`src/dct_pkg.sv`:
```
// Constants, types and command encodings for the DDR2 command sequencer.
// Assumes a 10 MHz system clock and a memory clock made by dividing it.
`default_nettype none

package dct_pkg;

  // ==========================================================
  // Clocking
  localparam int CLK_PERIOD_PS = 100000;
  localparam int CK_DIV = 2;
  localparam int TCK_PS = CLK_PERIOD_PS * CK_DIV;
  localparam int TMR_W = 8;
  localparam int N_BANKS = 8;
  localparam int FAW_SLOTS = 4;
  typedef logic [TMR_W-1:0] dct_tmr_type;

  // ==========================================================
  // Device minimum times
  localparam int T_RP_PS = 15000;
  localparam int T_RAS_PS = 45000;
  localparam int T_RCD_PS = 15000;
  localparam int T_RRD_PS = 10000;
  localparam int T_FAW_PS = 50000;
  localparam int T_RTP_PS = 7500;
  localparam int T_WR_PS = 15000;
  localparam int T_RFC_PS = 127500;
  localparam int T_XSNR_EXTRA_PS = 10000;
  localparam int T_IS_PS = 200;
  localparam int T_IH_PS = 275;
  localparam int CKE_MIN_CK = 3;
  localparam int MRD_CK = 2;
  localparam int REFRESH_CMDS = 8192;
  localparam int NWR_LSB = 9;
  localparam int AUTOPRE_BIT = 10;

  // Least times round up, never below one clock
  function automatic int ceil_ck(input int ps);
    int n;
    n = (ps + TCK_PS - 1) / TCK_PS;
    return (n < 1) ? 1 : n;
  endfunction : ceil_ck

  // Average refresh spacing is a longest time, so it rounds down
  function automatic int refi_ck(input int ms, input int cmds);
    longint n;
    n = (longint'(ms) * 64'h3B9ACA00) / (longint'(cmds) * longint'(TCK_PS));
    return (n < 1) ? 1 : int'(n);
  endfunction : refi_ck

  function automatic dct_tmr_type tmr_max(input dct_tmr_type a, input dct_tmr_type b);
    return (a > b) ? a : b;
  endfunction : tmr_max

  localparam int N_RP = ceil_ck(T_RP_PS);
  localparam int N_RPA = N_RP + 1;
  localparam int N_RAS = ceil_ck(T_RAS_PS);
  localparam int N_RCD = ceil_ck(T_RCD_PS);
  localparam int N_RRD = ceil_ck(T_RRD_PS);
  localparam int N_FAW = ceil_ck(T_FAW_PS);
  localparam int N_RTP = ceil_ck(T_RTP_PS);
  localparam int N_WR = ceil_ck(T_WR_PS);
  localparam int N_RFC = ceil_ck(T_RFC_PS);
  localparam int N_XSNR = ceil_ck(T_RFC_PS + T_XSNR_EXTRA_PS);
  localparam int N_DELAY = ceil_ck(T_IS_PS + TCK_PS + T_IH_PS);
  localparam int N_CKE_HOLD = (CKE_MIN_CK > N_DELAY) ? CKE_MIN_CK : N_DELAY;

  // ==========================================================
  // Requests, pins and power states
  typedef enum logic [3:0] {
    K_NOP = 4'h0, K_ACT = 4'h1, K_READ = 4'h2, K_WRITE = 4'h3, K_PRE = 4'h4,
    K_PREALL = 4'h5, K_REF = 4'h6, K_MRS = 4'h7, K_SRE = 4'h8, K_SRX = 4'h9
  } dct_kind_type;

  typedef struct packed {
    logic cs_n;
    logic ras_n;
    logic cas_n;
    logic we_n;
  } dct_cmd_type;

  localparam dct_cmd_type CMD_MRS = 4'h0;
  localparam dct_cmd_type CMD_REF = 4'h1;
  localparam dct_cmd_type CMD_PRE = 4'h2;
  localparam dct_cmd_type CMD_ACT = 4'h3;
  localparam dct_cmd_type CMD_WRITE = 4'h4;
  localparam dct_cmd_type CMD_READ = 4'h5;
  localparam dct_cmd_type CMD_NOP = 4'h7;
  localparam dct_cmd_type CMD_DESEL = 4'hF;

  typedef struct packed {
    logic cke;
    dct_cmd_type cmd;
    logic [2:0] ba;
    logic [12:0] addr;
    logic odt;
  } dct_pins_type;

  typedef enum logic [1:0] {
    PW_RUN = 2'h0, PW_HALT = 2'h1, PW_STOP = 2'h3, PW_SREF = 2'h2
  } dct_power_type;

endpackage : dct_pkg

`default_nettype wire

```
`src/dct_controller.sv`:
```
// DDR2 command sequencer: takes one request per memory clock, checks the
// timing, drives the command pins, the memory clock and the write strobes.
// Assumes request inputs come from logic on clock_in; CK_DIV is even.
`default_nettype none

module dct_controller #(
  parameter int AL = 0,
  parameter int CL = 5,
  parameter int BL = 4,
  parameter int NWR_RESET = 4,
  parameter int REFRESH_WINDOW_MS = 64
) (
  input wire logic clock_in,
  input wire logic rst_in,
  input wire logic req_valid_in,
  input wire dct_pkg::dct_kind_type req_kind_in,
  input wire logic [2:0] req_bank_in,
  input wire logic [12:0] req_addr_in,
  input wire logic req_autopre_in,
  input wire logic odt_in,
  input wire logic halt_in,
  input wire logic [15:0] wdata_in,
  output logic req_accept_out,
  output logic refresh_due_out,
  output logic clock_stopped_out,
  output logic ck_out,
  output var dct_pkg::dct_pins_type pins_out,
  output logic [15:0] dq_out,
  output logic [1:0] dq_oe_out,
  output logic lower_byte_strobe_out,
  output logic lower_byte_strobe_oe_out,
  output logic upper_byte_strobe_out,
  output logic upper_byte_strobe_oe_out,
  output logic wdata_take_out
);

  localparam int WL = AL + CL - 1;
  localparam int RTP_GAP = (dct_pkg::T_RTP_PS > 2 * dct_pkg::TCK_PS) ? dct_pkg::N_RTP : AL + BL / 2;
  localparam int WR_END = WL + BL / 2 + dct_pkg::N_WR;
  localparam int REFI = dct_pkg::refi_ck(REFRESH_WINDOW_MS, dct_pkg::REFRESH_CMDS);
  localparam logic [5:0] BURST_START = 6'(WL * dct_pkg::CK_DIV);
  localparam logic [5:0] BURST_END = 6'(WL * dct_pkg::CK_DIV + BL);

  typedef dct_pkg::dct_tmr_type tmr_t;
  localparam int NB = dct_pkg::N_BANKS;

  // ==========================================================
  // Memory clock divider
  logic [3:0] div_q;
  logic tick;
  dct_pkg::dct_power_type pw_q, pw_d;

  assign tick = (div_q == 4'(dct_pkg::CK_DIV - 1));

  // Pins change with the falling clock so the device sees them settled at the rise
  always_ff @(posedge clock_in) begin
    if (rst_in) begin
      div_q <= '0;
      ck_out <= 1'b0;
    end else begin
      div_q <= tick ? '0 : div_q + 4'h1;
      // Low from the tick on, so the memory clock rises half a period after the pins move
      ck_out <= (pw_d != dct_pkg::PW_STOP) && !tick && (div_q + 4'h1 >= 4'(dct_pkg::CK_DIV / 2));
    end
  end

  // ==========================================================
  // Timers
  logic [NB-1:0] act_ld, pre_ld, rcd_ld, act_zero, pre_zero, rcd_zero;
  tmr_t act_val [NB];
  tmr_t pre_val [NB];
  tmr_t rcd_val [NB];
  tmr_t pre_cnt [NB];
  logic [dct_pkg::FAW_SLOTS-1:0] faw_zero;
  logic [1:0] faw_ptr_q;
  logic rrd_ld, rrd_zero, glob_ld, glob_zero, bus_ld, bus_zero, cke_ld, cke_zero, faw_ld;
  tmr_t glob_val, bus_val;

  for (genvar b = 0; b < NB; b++) begin : g_bank
    dct_countdown #(.W(dct_pkg::TMR_W)) u_act (.clock_in(clock_in), .rst_in(rst_in), .tick_in(tick),
      .load_in(act_ld[b]), .value_in(act_val[b]), .count_out(), .zero_out(act_zero[b]));
    dct_countdown #(.W(dct_pkg::TMR_W)) u_pre (.clock_in(clock_in), .rst_in(rst_in), .tick_in(tick),
      .load_in(pre_ld[b]), .value_in(pre_val[b]), .count_out(pre_cnt[b]), .zero_out(pre_zero[b]));
    dct_countdown #(.W(dct_pkg::TMR_W)) u_rcd (.clock_in(clock_in), .rst_in(rst_in), .tick_in(tick),
      .load_in(rcd_ld[b]), .value_in(rcd_val[b]), .count_out(), .zero_out(rcd_zero[b]));
  end

  // One slot per recent activate; the oldest must have expired
  for (genvar s = 0; s < dct_pkg::FAW_SLOTS; s++) begin : g_faw
    dct_countdown #(.W(dct_pkg::TMR_W)) u_faw (.clock_in(clock_in), .rst_in(rst_in), .tick_in(tick),
      .load_in(faw_ld && faw_ptr_q == 2'(s)), .value_in(tmr_t'(dct_pkg::N_FAW)), .count_out(),
      .zero_out(faw_zero[s]));
  end

  dct_countdown #(.W(dct_pkg::TMR_W)) u_rrd (.clock_in(clock_in), .rst_in(rst_in), .tick_in(tick),
    .load_in(rrd_ld), .value_in(tmr_t'(dct_pkg::N_RRD)), .count_out(), .zero_out(rrd_zero));
  dct_countdown #(.W(dct_pkg::TMR_W)) u_glob (.clock_in(clock_in), .rst_in(rst_in), .tick_in(tick),
    .load_in(glob_ld), .value_in(glob_val), .count_out(), .zero_out(glob_zero));
  dct_countdown #(.W(dct_pkg::TMR_W)) u_bus (.clock_in(clock_in), .rst_in(rst_in), .tick_in(tick),
    .load_in(bus_ld), .value_in(bus_val), .count_out(), .zero_out(bus_zero));
  dct_countdown #(.W(dct_pkg::TMR_W)) u_cke (.clock_in(clock_in), .rst_in(rst_in), .tick_in(tick),
    .load_in(cke_ld), .value_in(tmr_t'(dct_pkg::N_CKE_HOLD)), .count_out(), .zero_out(cke_zero));

  // ==========================================================
  // Legality and timer loads
  logic [NB-1:0] open_q;
  logic [3:0] nwr_q;
  logic legal, go, all_idle;

  always_comb begin
    all_idle = (open_q == '0) && (&act_zero);
    unique case (req_kind_in)
      dct_pkg::K_NOP: legal = 1'b1;
      dct_pkg::K_ACT: legal = !open_q[req_bank_in] && act_zero[req_bank_in] && rrd_zero
                              && faw_zero[faw_ptr_q] && glob_zero;
      dct_pkg::K_READ, dct_pkg::K_WRITE: legal = open_q[req_bank_in] && rcd_zero[req_bank_in]
                                                 && bus_zero && glob_zero;
      // A bank still precharging takes no new single-bank precharge; precharge-all checks only the row-active time of open banks
      dct_pkg::K_PRE: legal = pre_zero[req_bank_in] && act_zero[req_bank_in] && glob_zero;
      dct_pkg::K_PREALL: legal = (&(pre_zero | ~open_q)) && glob_zero;
      dct_pkg::K_REF, dct_pkg::K_MRS: legal = all_idle && glob_zero;
      dct_pkg::K_SRE: legal = all_idle && glob_zero && cke_zero;
      dct_pkg::K_SRX: legal = 1'b1;
      default: legal = 1'b0;
    endcase
    if (req_kind_in == dct_pkg::K_SRX) begin
      go = tick && req_valid_in && pw_q == dct_pkg::PW_SREF && cke_zero;
    end else begin
      go = tick && req_valid_in && legal && pw_q == dct_pkg::PW_RUN && !halt_in;
    end
  end

  always_comb begin
    rrd_ld = go && req_kind_in == dct_pkg::K_ACT;
    faw_ld = rrd_ld;
    bus_ld = go && (req_kind_in == dct_pkg::K_READ || req_kind_in == dct_pkg::K_WRITE);
    // Writes keep the strobe bus until their postamble is over
    bus_val = (req_kind_in == dct_pkg::K_WRITE) ? tmr_t'(WL + BL / 2 + 1) : tmr_t'(BL / 2);
    glob_ld = go && (req_kind_in == dct_pkg::K_REF || req_kind_in == dct_pkg::K_MRS
                     || req_kind_in == dct_pkg::K_SRX);
    unique case (req_kind_in)
      dct_pkg::K_REF: glob_val = tmr_t'(dct_pkg::N_RFC);
      dct_pkg::K_MRS: glob_val = tmr_t'(dct_pkg::MRD_CK);
      default: glob_val = tmr_t'(dct_pkg::N_XSNR);
    endcase
    for (int i = 0; i < NB; i++) begin
      act_ld[i] = 1'b0;
      pre_ld[i] = 1'b0;
      rcd_ld[i] = 1'b0;
      act_val[i] = tmr_t'(dct_pkg::N_RPA);
      pre_val[i] = tmr_t'(dct_pkg::N_RAS);
      rcd_val[i] = tmr_t'(dct_pkg::N_RCD);
      if (go && req_kind_in == dct_pkg::K_PREALL) begin
        act_ld[i] = 1'b1;
      end else if (go && 3'(i) == req_bank_in) begin
        unique case (req_kind_in)
          dct_pkg::K_ACT: begin
            pre_ld[i] = 1'b1;
            rcd_ld[i] = 1'b1;
          end
          dct_pkg::K_PRE: begin
            act_ld[i] = 1'b1;
            act_val[i] = tmr_t'(dct_pkg::N_RP);
          end
          dct_pkg::K_READ: begin
            // Internal precharge waits out the row-active minimum already in pre_cnt
            act_ld[i] = req_autopre_in;
            act_val[i] = dct_pkg::tmr_max(pre_cnt[i], tmr_t'(RTP_GAP)) + tmr_t'(dct_pkg::N_RP);
            pre_ld[i] = !req_autopre_in;
            pre_val[i] = dct_pkg::tmr_max(pre_cnt[i], tmr_t'(RTP_GAP));
          end
          dct_pkg::K_WRITE: begin
            act_ld[i] = req_autopre_in;
            act_val[i] = dct_pkg::tmr_max(pre_cnt[i], tmr_t'(WL + BL / 2) + tmr_t'(nwr_q))
                         + tmr_t'(dct_pkg::N_RP);
            pre_ld[i] = !req_autopre_in;
            pre_val[i] = dct_pkg::tmr_max(pre_cnt[i], tmr_t'(WR_END));
          end
          default: begin
          end
        endcase
      end
    end
  end

  // ==========================================================
  // Bank state and mode shadow
  always_ff @(posedge clock_in) begin
    if (rst_in) begin
      open_q <= '0;
      faw_ptr_q <= '0;
      nwr_q <= 4'(NWR_RESET);
    end else if (go) begin
      unique case (req_kind_in)
        dct_pkg::K_ACT: begin
          open_q[req_bank_in] <= 1'b1;
          faw_ptr_q <= faw_ptr_q + 2'h1;
        end
        dct_pkg::K_READ, dct_pkg::K_WRITE: if (req_autopre_in) open_q[req_bank_in] <= 1'b0;
        dct_pkg::K_PRE: open_q[req_bank_in] <= 1'b0;
        dct_pkg::K_PREALL: open_q <= '0;
        // Write recovery field of the base mode register, coded as count minus one
        dct_pkg::K_MRS: if (req_bank_in == 3'h0) nwr_q <= {1'b0, req_addr_in[dct_pkg::NWR_LSB +: 3]} + 4'h1;
        default: begin
        end
      endcase
    end
  end

  // ==========================================================
  // Power state and clock enable
  logic cke_d;

  always_comb begin
    pw_d = pw_q;
    if (tick) begin
      unique case (pw_q)
        dct_pkg::PW_RUN: begin
          if (go && req_kind_in == dct_pkg::K_SRE) pw_d = dct_pkg::PW_SREF;
          else if (halt_in && !go && cke_zero) pw_d = dct_pkg::PW_HALT;
        end
        dct_pkg::PW_SREF: if (go) pw_d = dct_pkg::PW_RUN;
        dct_pkg::PW_HALT: begin
          // Clock keeps running until the low enable has been registered
          if (halt_in && cke_zero) pw_d = dct_pkg::PW_STOP;
          else if (!halt_in && cke_zero) pw_d = dct_pkg::PW_RUN;
        end
        dct_pkg::PW_STOP: if (!halt_in) pw_d = dct_pkg::PW_HALT;
      endcase
    end
    cke_d = (pw_d == dct_pkg::PW_RUN);
    cke_ld = tick && ((cke_d != pins_out.cke) || (pw_q == dct_pkg::PW_STOP && pw_d != pw_q));
  end

  always_ff @(posedge clock_in) begin
    if (rst_in) begin
      pw_q <= dct_pkg::PW_HALT;
      clock_stopped_out <= 1'b0;
    end else begin
      pw_q <= pw_d;
      clock_stopped_out <= (pw_d == dct_pkg::PW_STOP);
    end
  end

  // ==========================================================
  // Command pins
  always_ff @(posedge clock_in) begin
    if (rst_in) begin
      pins_out <= '{cke: 1'b0, cmd: dct_pkg::CMD_DESEL, ba: 3'h0, addr: 13'h0000, odt: 1'b0};
      req_accept_out <= 1'b0;
    end else begin
      req_accept_out <= go;
      if (tick) begin
        pins_out.cke <= cke_d;
        pins_out.odt <= odt_in;
        pins_out.ba <= req_bank_in;
        pins_out.addr <= req_addr_in;
        pins_out.cmd <= cke_d ? dct_pkg::CMD_NOP : dct_pkg::CMD_DESEL;
        if (go) begin
          unique case (req_kind_in)
            dct_pkg::K_ACT: pins_out.cmd <= dct_pkg::CMD_ACT;
            dct_pkg::K_READ: pins_out.cmd <= dct_pkg::CMD_READ;
            dct_pkg::K_WRITE: pins_out.cmd <= dct_pkg::CMD_WRITE;
            dct_pkg::K_PRE, dct_pkg::K_PREALL: pins_out.cmd <= dct_pkg::CMD_PRE;
            dct_pkg::K_REF, dct_pkg::K_SRE: pins_out.cmd <= dct_pkg::CMD_REF;
            dct_pkg::K_MRS: pins_out.cmd <= dct_pkg::CMD_MRS;
            dct_pkg::K_SRX: pins_out.cmd <= dct_pkg::CMD_DESEL;
            default: pins_out.cmd <= dct_pkg::CMD_NOP;
          endcase
          if (req_kind_in == dct_pkg::K_READ || req_kind_in == dct_pkg::K_WRITE) begin
            pins_out.addr[dct_pkg::AUTOPRE_BIT] <= req_autopre_in;
          end else if (req_kind_in == dct_pkg::K_PRE || req_kind_in == dct_pkg::K_PREALL) begin
            pins_out.addr[dct_pkg::AUTOPRE_BIT] <= (req_kind_in == dct_pkg::K_PREALL);
          end
        end
      end
    end
  end

  // ==========================================================
  // Refresh interval
  logic [15:0] refi_q;

  always_ff @(posedge clock_in) begin
    if (rst_in) begin
      refi_q <= 16'(REFI - 1);
      refresh_due_out <= 1'b0;
    end else if (tick) begin
      refi_q <= (refi_q == 16'h0000) ? 16'(REFI - 1) : refi_q - 16'h0001;
      // A new interval ending in the same tick as a refresh keeps the flag up
      if (refi_q == 16'h0000) refresh_due_out <= 1'b1;
      else if (go && req_kind_in == dct_pkg::K_REF) refresh_due_out <= 1'b0;
    end
  end

  // ==========================================================
  // Write data and strobes, one timing group per byte
  logic wact_q, wact_d, burst_d;
  logic [5:0] wseq_q, wseq_d;
  logic [1:0] strobe_q, strobe_oe_q;

  always_comb begin
    wact_d = wact_q;
    wseq_d = wseq_q;
    if (go && req_kind_in == dct_pkg::K_WRITE) begin
      wact_d = 1'b1;
      wseq_d = 6'h00;
    end else if (wact_q && wseq_q == BURST_END) begin
      wact_d = 1'b0;
    end else if (wact_q) begin
      wseq_d = wseq_q + 6'h01;
    end
    burst_d = wact_d && wseq_d >= BURST_START && wseq_d < BURST_END;
  end

  always_ff @(posedge clock_in) begin
    if (rst_in) begin
      wact_q <= 1'b0;
      wseq_q <= 6'h00;
      strobe_q <= 2'h0;
      strobe_oe_q <= 2'h0;
      dq_out <= 16'h0000;
      dq_oe_out <= 2'h0;
      wdata_take_out <= 1'b0;
    end else begin
      wact_q <= wact_d;
      wseq_q <= wseq_d;
      // Strobes leave high impedance low together with the write command
      strobe_oe_q <= {2{wact_d}};
      strobe_q <= burst_d ? ~strobe_q : 2'h0;
      dq_oe_out <= {2{burst_d}};
      wdata_take_out <= burst_d;
      if (burst_d) dq_out <= wdata_in;
    end
  end

  assign lower_byte_strobe_out = strobe_q[0];
  assign lower_byte_strobe_oe_out = strobe_oe_q[0];
  assign upper_byte_strobe_out = strobe_q[1];
  assign upper_byte_strobe_oe_out = strobe_oe_q[1];

endmodule : dct_controller

`default_nettype wire

```
`src/dct_countdown.sv`:
```
// Down counter measuring a spacing in memory clocks.
// Assumes tick_in is a one-cycle pulse once per memory clock.
`default_nettype none

module dct_countdown #(
  parameter int W = 8
) (
  input wire logic clock_in,
  input wire logic rst_in,
  input wire logic tick_in,
  input wire logic load_in,
  input wire logic [W-1:0] value_in,
  output logic [W-1:0] count_out,
  output logic zero_out
);

  logic [W-1:0] count_q;

  // Loading N on a tick leaves zero N ticks later, the tick of the load counted
  always_ff @(posedge clock_in) begin
    if (rst_in) begin
      count_q <= '0;
    end else if (load_in) begin
      count_q <= (value_in == '0) ? '0 : value_in - 1'b1;
    end else if (tick_in && count_q != '0) begin
      count_q <= count_q - 1'b1;
    end
  end

  assign count_out = count_q;
  assign zero_out = (count_q == '0);

endmodule : dct_countdown

`default_nettype wire

```
`config.mk`:
```
export PLATFORM = sky130hd
export DESIGN_NAME = dct_controller
export DESIGN_NICKNAME = d
export VERILOG_FILES = /design/src/dct_pkg.sv /design/src/dct_controller.sv /design/src/dct_countdown.sv
export SDC_FILE = /design/constraint.sdc
export NUM_CORES = 1
export LEC_CHECK = 0
export BUFFER_PORTS_ARGS = -buffer_cell sky130_fd_sc_hd__buf_2
export CORE_MARGIN = 8
export CORE_UTILIZATION = 40
export DETAILED_ROUTE_END_ITERATION = 10
export HOLD_SLACK_MARGIN = 0.08
export MAX_ROUTING_LAYER = met4
export PLACE_DENSITY_LB_ADDON = 0.15
export SYNTH_ARGS = -nofsm -noshare
export SYNTH_HDL_FRONTEND = slang
export SYNTH_SLANG_ARGS = --single-unit
export TNS_END_PERCENT = 1
```
`constraint.sdc`:
```
create_clock -name clock_in -period 13.8 [get_ports clock_in]
set_input_delay 1.38 -clock clock_in [delete_from_list [all_inputs] [get_ports clock_in]]
set_output_delay 1.38 -clock clock_in [all_outputs]
set_load 0.03 [all_outputs]
```
==> results.rst <==
.. list-table::
   :header-rows: 1

   * - Metric
     - Value
   * - Cells on worst reg2reg path
     - 21
   * - Critical path startpoint category
     - primary input
   * - Post-CTS setup-driven buffer insertion count
     - 0
   * - Starting DRC count in detailed routing
     - 2815
   * - Number of unique standard cell types used by synthesis
     - 118
   * - Highest achievable clock rate
     - 0.1530 GHz
   * - Top-Level Pins
     - 91
   * - Hold WS
     - 412.9 ps
   * - Crit share post-route
     - 47.36%
   * - Cell area after synthesis
     - 0.02666 sq mm
   * - Most frequent cells in the layout
     - 470 x nor2_1, 344 x dfxtp_1, 278 x nand2_1
   * - Overall overflow remaining after global route
     - 0
   * - Tightest slew margin relative to the limit
     - 10.91%
   * - Number of antenna violations at the first check in global routing
     - 2
   * - Via count of the first global-routing pass
     - 24835
   * - Total length of routed wires
     - 96.23 mm
   * - Cell count after synthesis
     - 3528
   * - Most common cell after layout, fill and taps aside
     - nor2_1
   * - Die Footprint
     - 0.07517 sq mm
   * - Row count
     - 94
   * - Net Count, Synth
     - 3724
   * - Pleak
     - 0.01102 uW
   * - Worst vdd rail ir drop
     - 0.1588 mV
   * - Crit path time final
     - 6535 ps
   * - Unrepaired setup endpoints after global routing
     - no
   * - Worst-Margin Slew
     - 1331 ps
   * - First-pass GRT wire length
     - 148.3 mm
   * - Post-synth EDFFs
     - 0
   * - Worst Setup Path Type
     - in2reg
   * - Crit path required time
     - 14290 ps
   * - Worst min path class
     - reg2reg
   * - Kind of end point of the critical path
     - flop
   * - TritonCTS clock tree
     - built
   * - Maximum root-to-sink buffer count
     - 3
   * - Remaining antenna violation count after routing
     - 0
   * - Post-cts hold buffer count
     - 0
   * - Post-route insts no fill
     - 4427
   * - Cell types occupying the most area after synthesis
     - dfxtp_1 26%, ha_1 7.2%, nor2_1 6.6%, xnor2_1 5.0%, a21oi_1 4.6%
   * - Number of H-tree branching levels
     - 2
   * - Clock insertion delay at the later pin of the skew report
     - 580 ps
   * - Result of the run
     - completed
   * - Number of inserted filler cells in the final layout
     - 6733
   * - Die height
     - 274.2 um
   * - Main flop type after synthesis
     - dfxtp_1
   * - PortBufs
     - 90
   * - Flop2flop setup slack
     - 7370 ps
   * - Vias post-DR
     - 26959
   * - Final routed wire length divided by cell count
     - 21.74 um
   * - Number of CTS-inserted buffers
     - 42
   * - Root cell of the clock tree
     - clkbuf_16
   * - Asr flop ratio synth
     - 0%
   * - Cell count after placement
     - 4352
   * - HPWL after DPL
     - 67.96 mm
   * - Routed vias/inst
     - 6.090
   * - Synth area leader
     - dfxtp_1
   * - Final core utilization
     - 44.65%
   * - Core region area
     - 0.06586 sq mm
   * - Max FO, Critical Path
     - 24
   * - Avg Synthesized Cell Area
     - 7.557 sq um
   * - Worst setup endpoint
     - g_bank[5].u_pre.count_out[1]
   * - Total GRT Usage
     - 25.29%
   * - Finish-stage setup viols
     - 0
   * - Sum of negative setup slack
     - 0 ps
   * - Proportion of layout cells with a drive suffix above 1
     - 10.50%
   * - X dimension of the die
     - 274.2 um
   * - Post-Place Setup Slack
     - 6903 ps
   * - Arrival @ worst endpoint
     - 7020 ps
   * - Worst r2r dst
     - g_bank[3].u_act.count_out[6]
   * - Maximum number of pins on one net before global-route repair
     - 67
   * - Total power divided by cell area
     - 214.8 mW/mm^2
   * - Worst setup path startpoint
     - req_bank_in[1]
   * - Starting density of the core
     - 40.48%
   * - Worst clock skew
     - 13.84 ps
   * - Layout overhead on the synthesized area
     - 10.30%
   * - # resized after CTS
     - 0
   * - Number of violations of the max-capacitance limit
     - 0
   * - Total number of yosys warnings
     - 0
   * - Weighted congestion reported at the end of routability-driven placement
     - 0.9744
   * - TritonRoute pass-1 iters
     - 5
   * - Final Hold Viols
     - 0
   * - Clock sink count
     - 344
   * - Fraction of synthesized cell area taken by the top area cell type
     - 25.83%
   * - Max-slew violation total from the final report
     - 0
   * - Register bit count reported by yosys
     - 344
   * - Startpoint of the worst register-to-register path
     - nwr_q[1]
   * - Total number of nets in the final design
     - 3728
   * - Proportion of synthesized chip area in sequential cells
     - 25.83%
   * - Worst setup margin
     - 7265 ps
   * - Post-CTS clock slew at the launch and capture registers of the worst setup and hold paths
     - 60 ps
   * - DRC violations left
     - 0
==> power breakdown <==
| group | internal, uW | total, uW | switching [uW] |
|---|---|---|---|
| Combinational | 1360 | 3420 | 2050 |
| Sequential | 1270 | 1700 | 439 |
| Clock | 724 | 1200 | 473 |
==> layer usage <==
metal  GRT usage, %  part of all wire [%]  up-vias
met5              -                     0        -
met4          10.02                   4.3        0
met3          4.321                   8.0      243
met2          38.52                    44     1046
met1          33.14                    44    12728
li1               -                     -    12942
==> cell families after synthesis <==
| logic type | count (synthesis) | share of synthesized area, % |
|---|---|---|
| and+or+nand+nor | 1504 | 28.28 |
| AOI/OAI and AO/OA | 902 | 23.41 |
| DFF | 344 | 25.83 |
| buffers and inverters | 317 | 4.726 |
| xor gates and xnor gates | 235 | 7.720 |
| adders and majority gates | 154 | 7.227 |
| muxes | 72 | 2.811 |
==> flip-flops by register name, indices dropped and copies added (netlist names), 16 cells and up <==
name                    count
dq_out                     16
g_bank.u_pre.count_out     64
g_faw.u_faw.count_out      32
pins_out                   22
g_bank.u_act.count_out     64
g_bank.u_rcd.count_out     64
refi_q                     16
==> synth_stat cells (all sizes together), types with 13 or more instances <==
master,n
nor2,473
dfxtp,344
nand2,283
a21oi,254
nor3,188
o21ai,168
ha,154
xnor2,152
nand3,144
clkbuf,132
inv,128
nor4,85
xor2,83
a31oi,73
a211oi,68
mux2i,58
buf,55
or3,53
o211ai,46
nand4,36
or2,33
nand2b,31
and3,30
o31ai,28
nor3b,24
nor4b,24
and2,23
o22ai,23
a21o,22
a2111oi,21
nor2b,19
o2111ai,17
a21boi,16
o21a,16
o211a,15
mux2,13
nand3b,13
o221a,13
==> worst max-delay path: stages <==
cell and delay (ps):
buf_2 380, nand3b_1 650, o22ai_1 240, a2111oi_0 790, nand4_2 390, o221ai_2 250, o21ai_4 170, buf_4 340
a21oi_2 640, o211ai_1 250, ha_1 330, a211oi_1 440, inv_1 190, nor2_1 220, a21oi_1 100, a211oi_1 210
==> worst min path at each step <==
stage	startpoint	to	slack, ps	cells after the start
final	strobe_q[1]	strobe_q[1]	410	1
after global routing	strobe_q[1]	strobe_q[1]	430	1
after CTS	strobe_q[1]	strobe_q[1]	420	1
after detailed placement	strobe_q[1]	strobe_q[1]	410	1
after global placement	strobe_q[0]	strobe_q[0]	410	1
after floorplan	refi_q[4]	refi_q[4]	440	2
==> area by class of cell <==
class                           count  area (sq um)  share of cell area [%]
Sequential cell                   344          6887                   23.42
Clock buffer                       56          1194                   4.059
Multi-Input combinational cell   2867         18580                   63.18
Antenna cell                        2         5.005                 0.01702
Tap cell                          864          1081                   3.676
Timing Repair Buffer              147         884.6                   3.008
Inverter                          130         488.0                   1.659
Clock inverter                     17         287.8                  0.9786
==> through the flow <==
stage               instance area, sq um  total power, uW
floorplan                          26660             4229
global placement                   27920             5075
detailed placement                 27920             5059
CTS                                29400             6297
global route                       29410             6823
finish                             29410             6316
(Power assumes the default switching activity.)
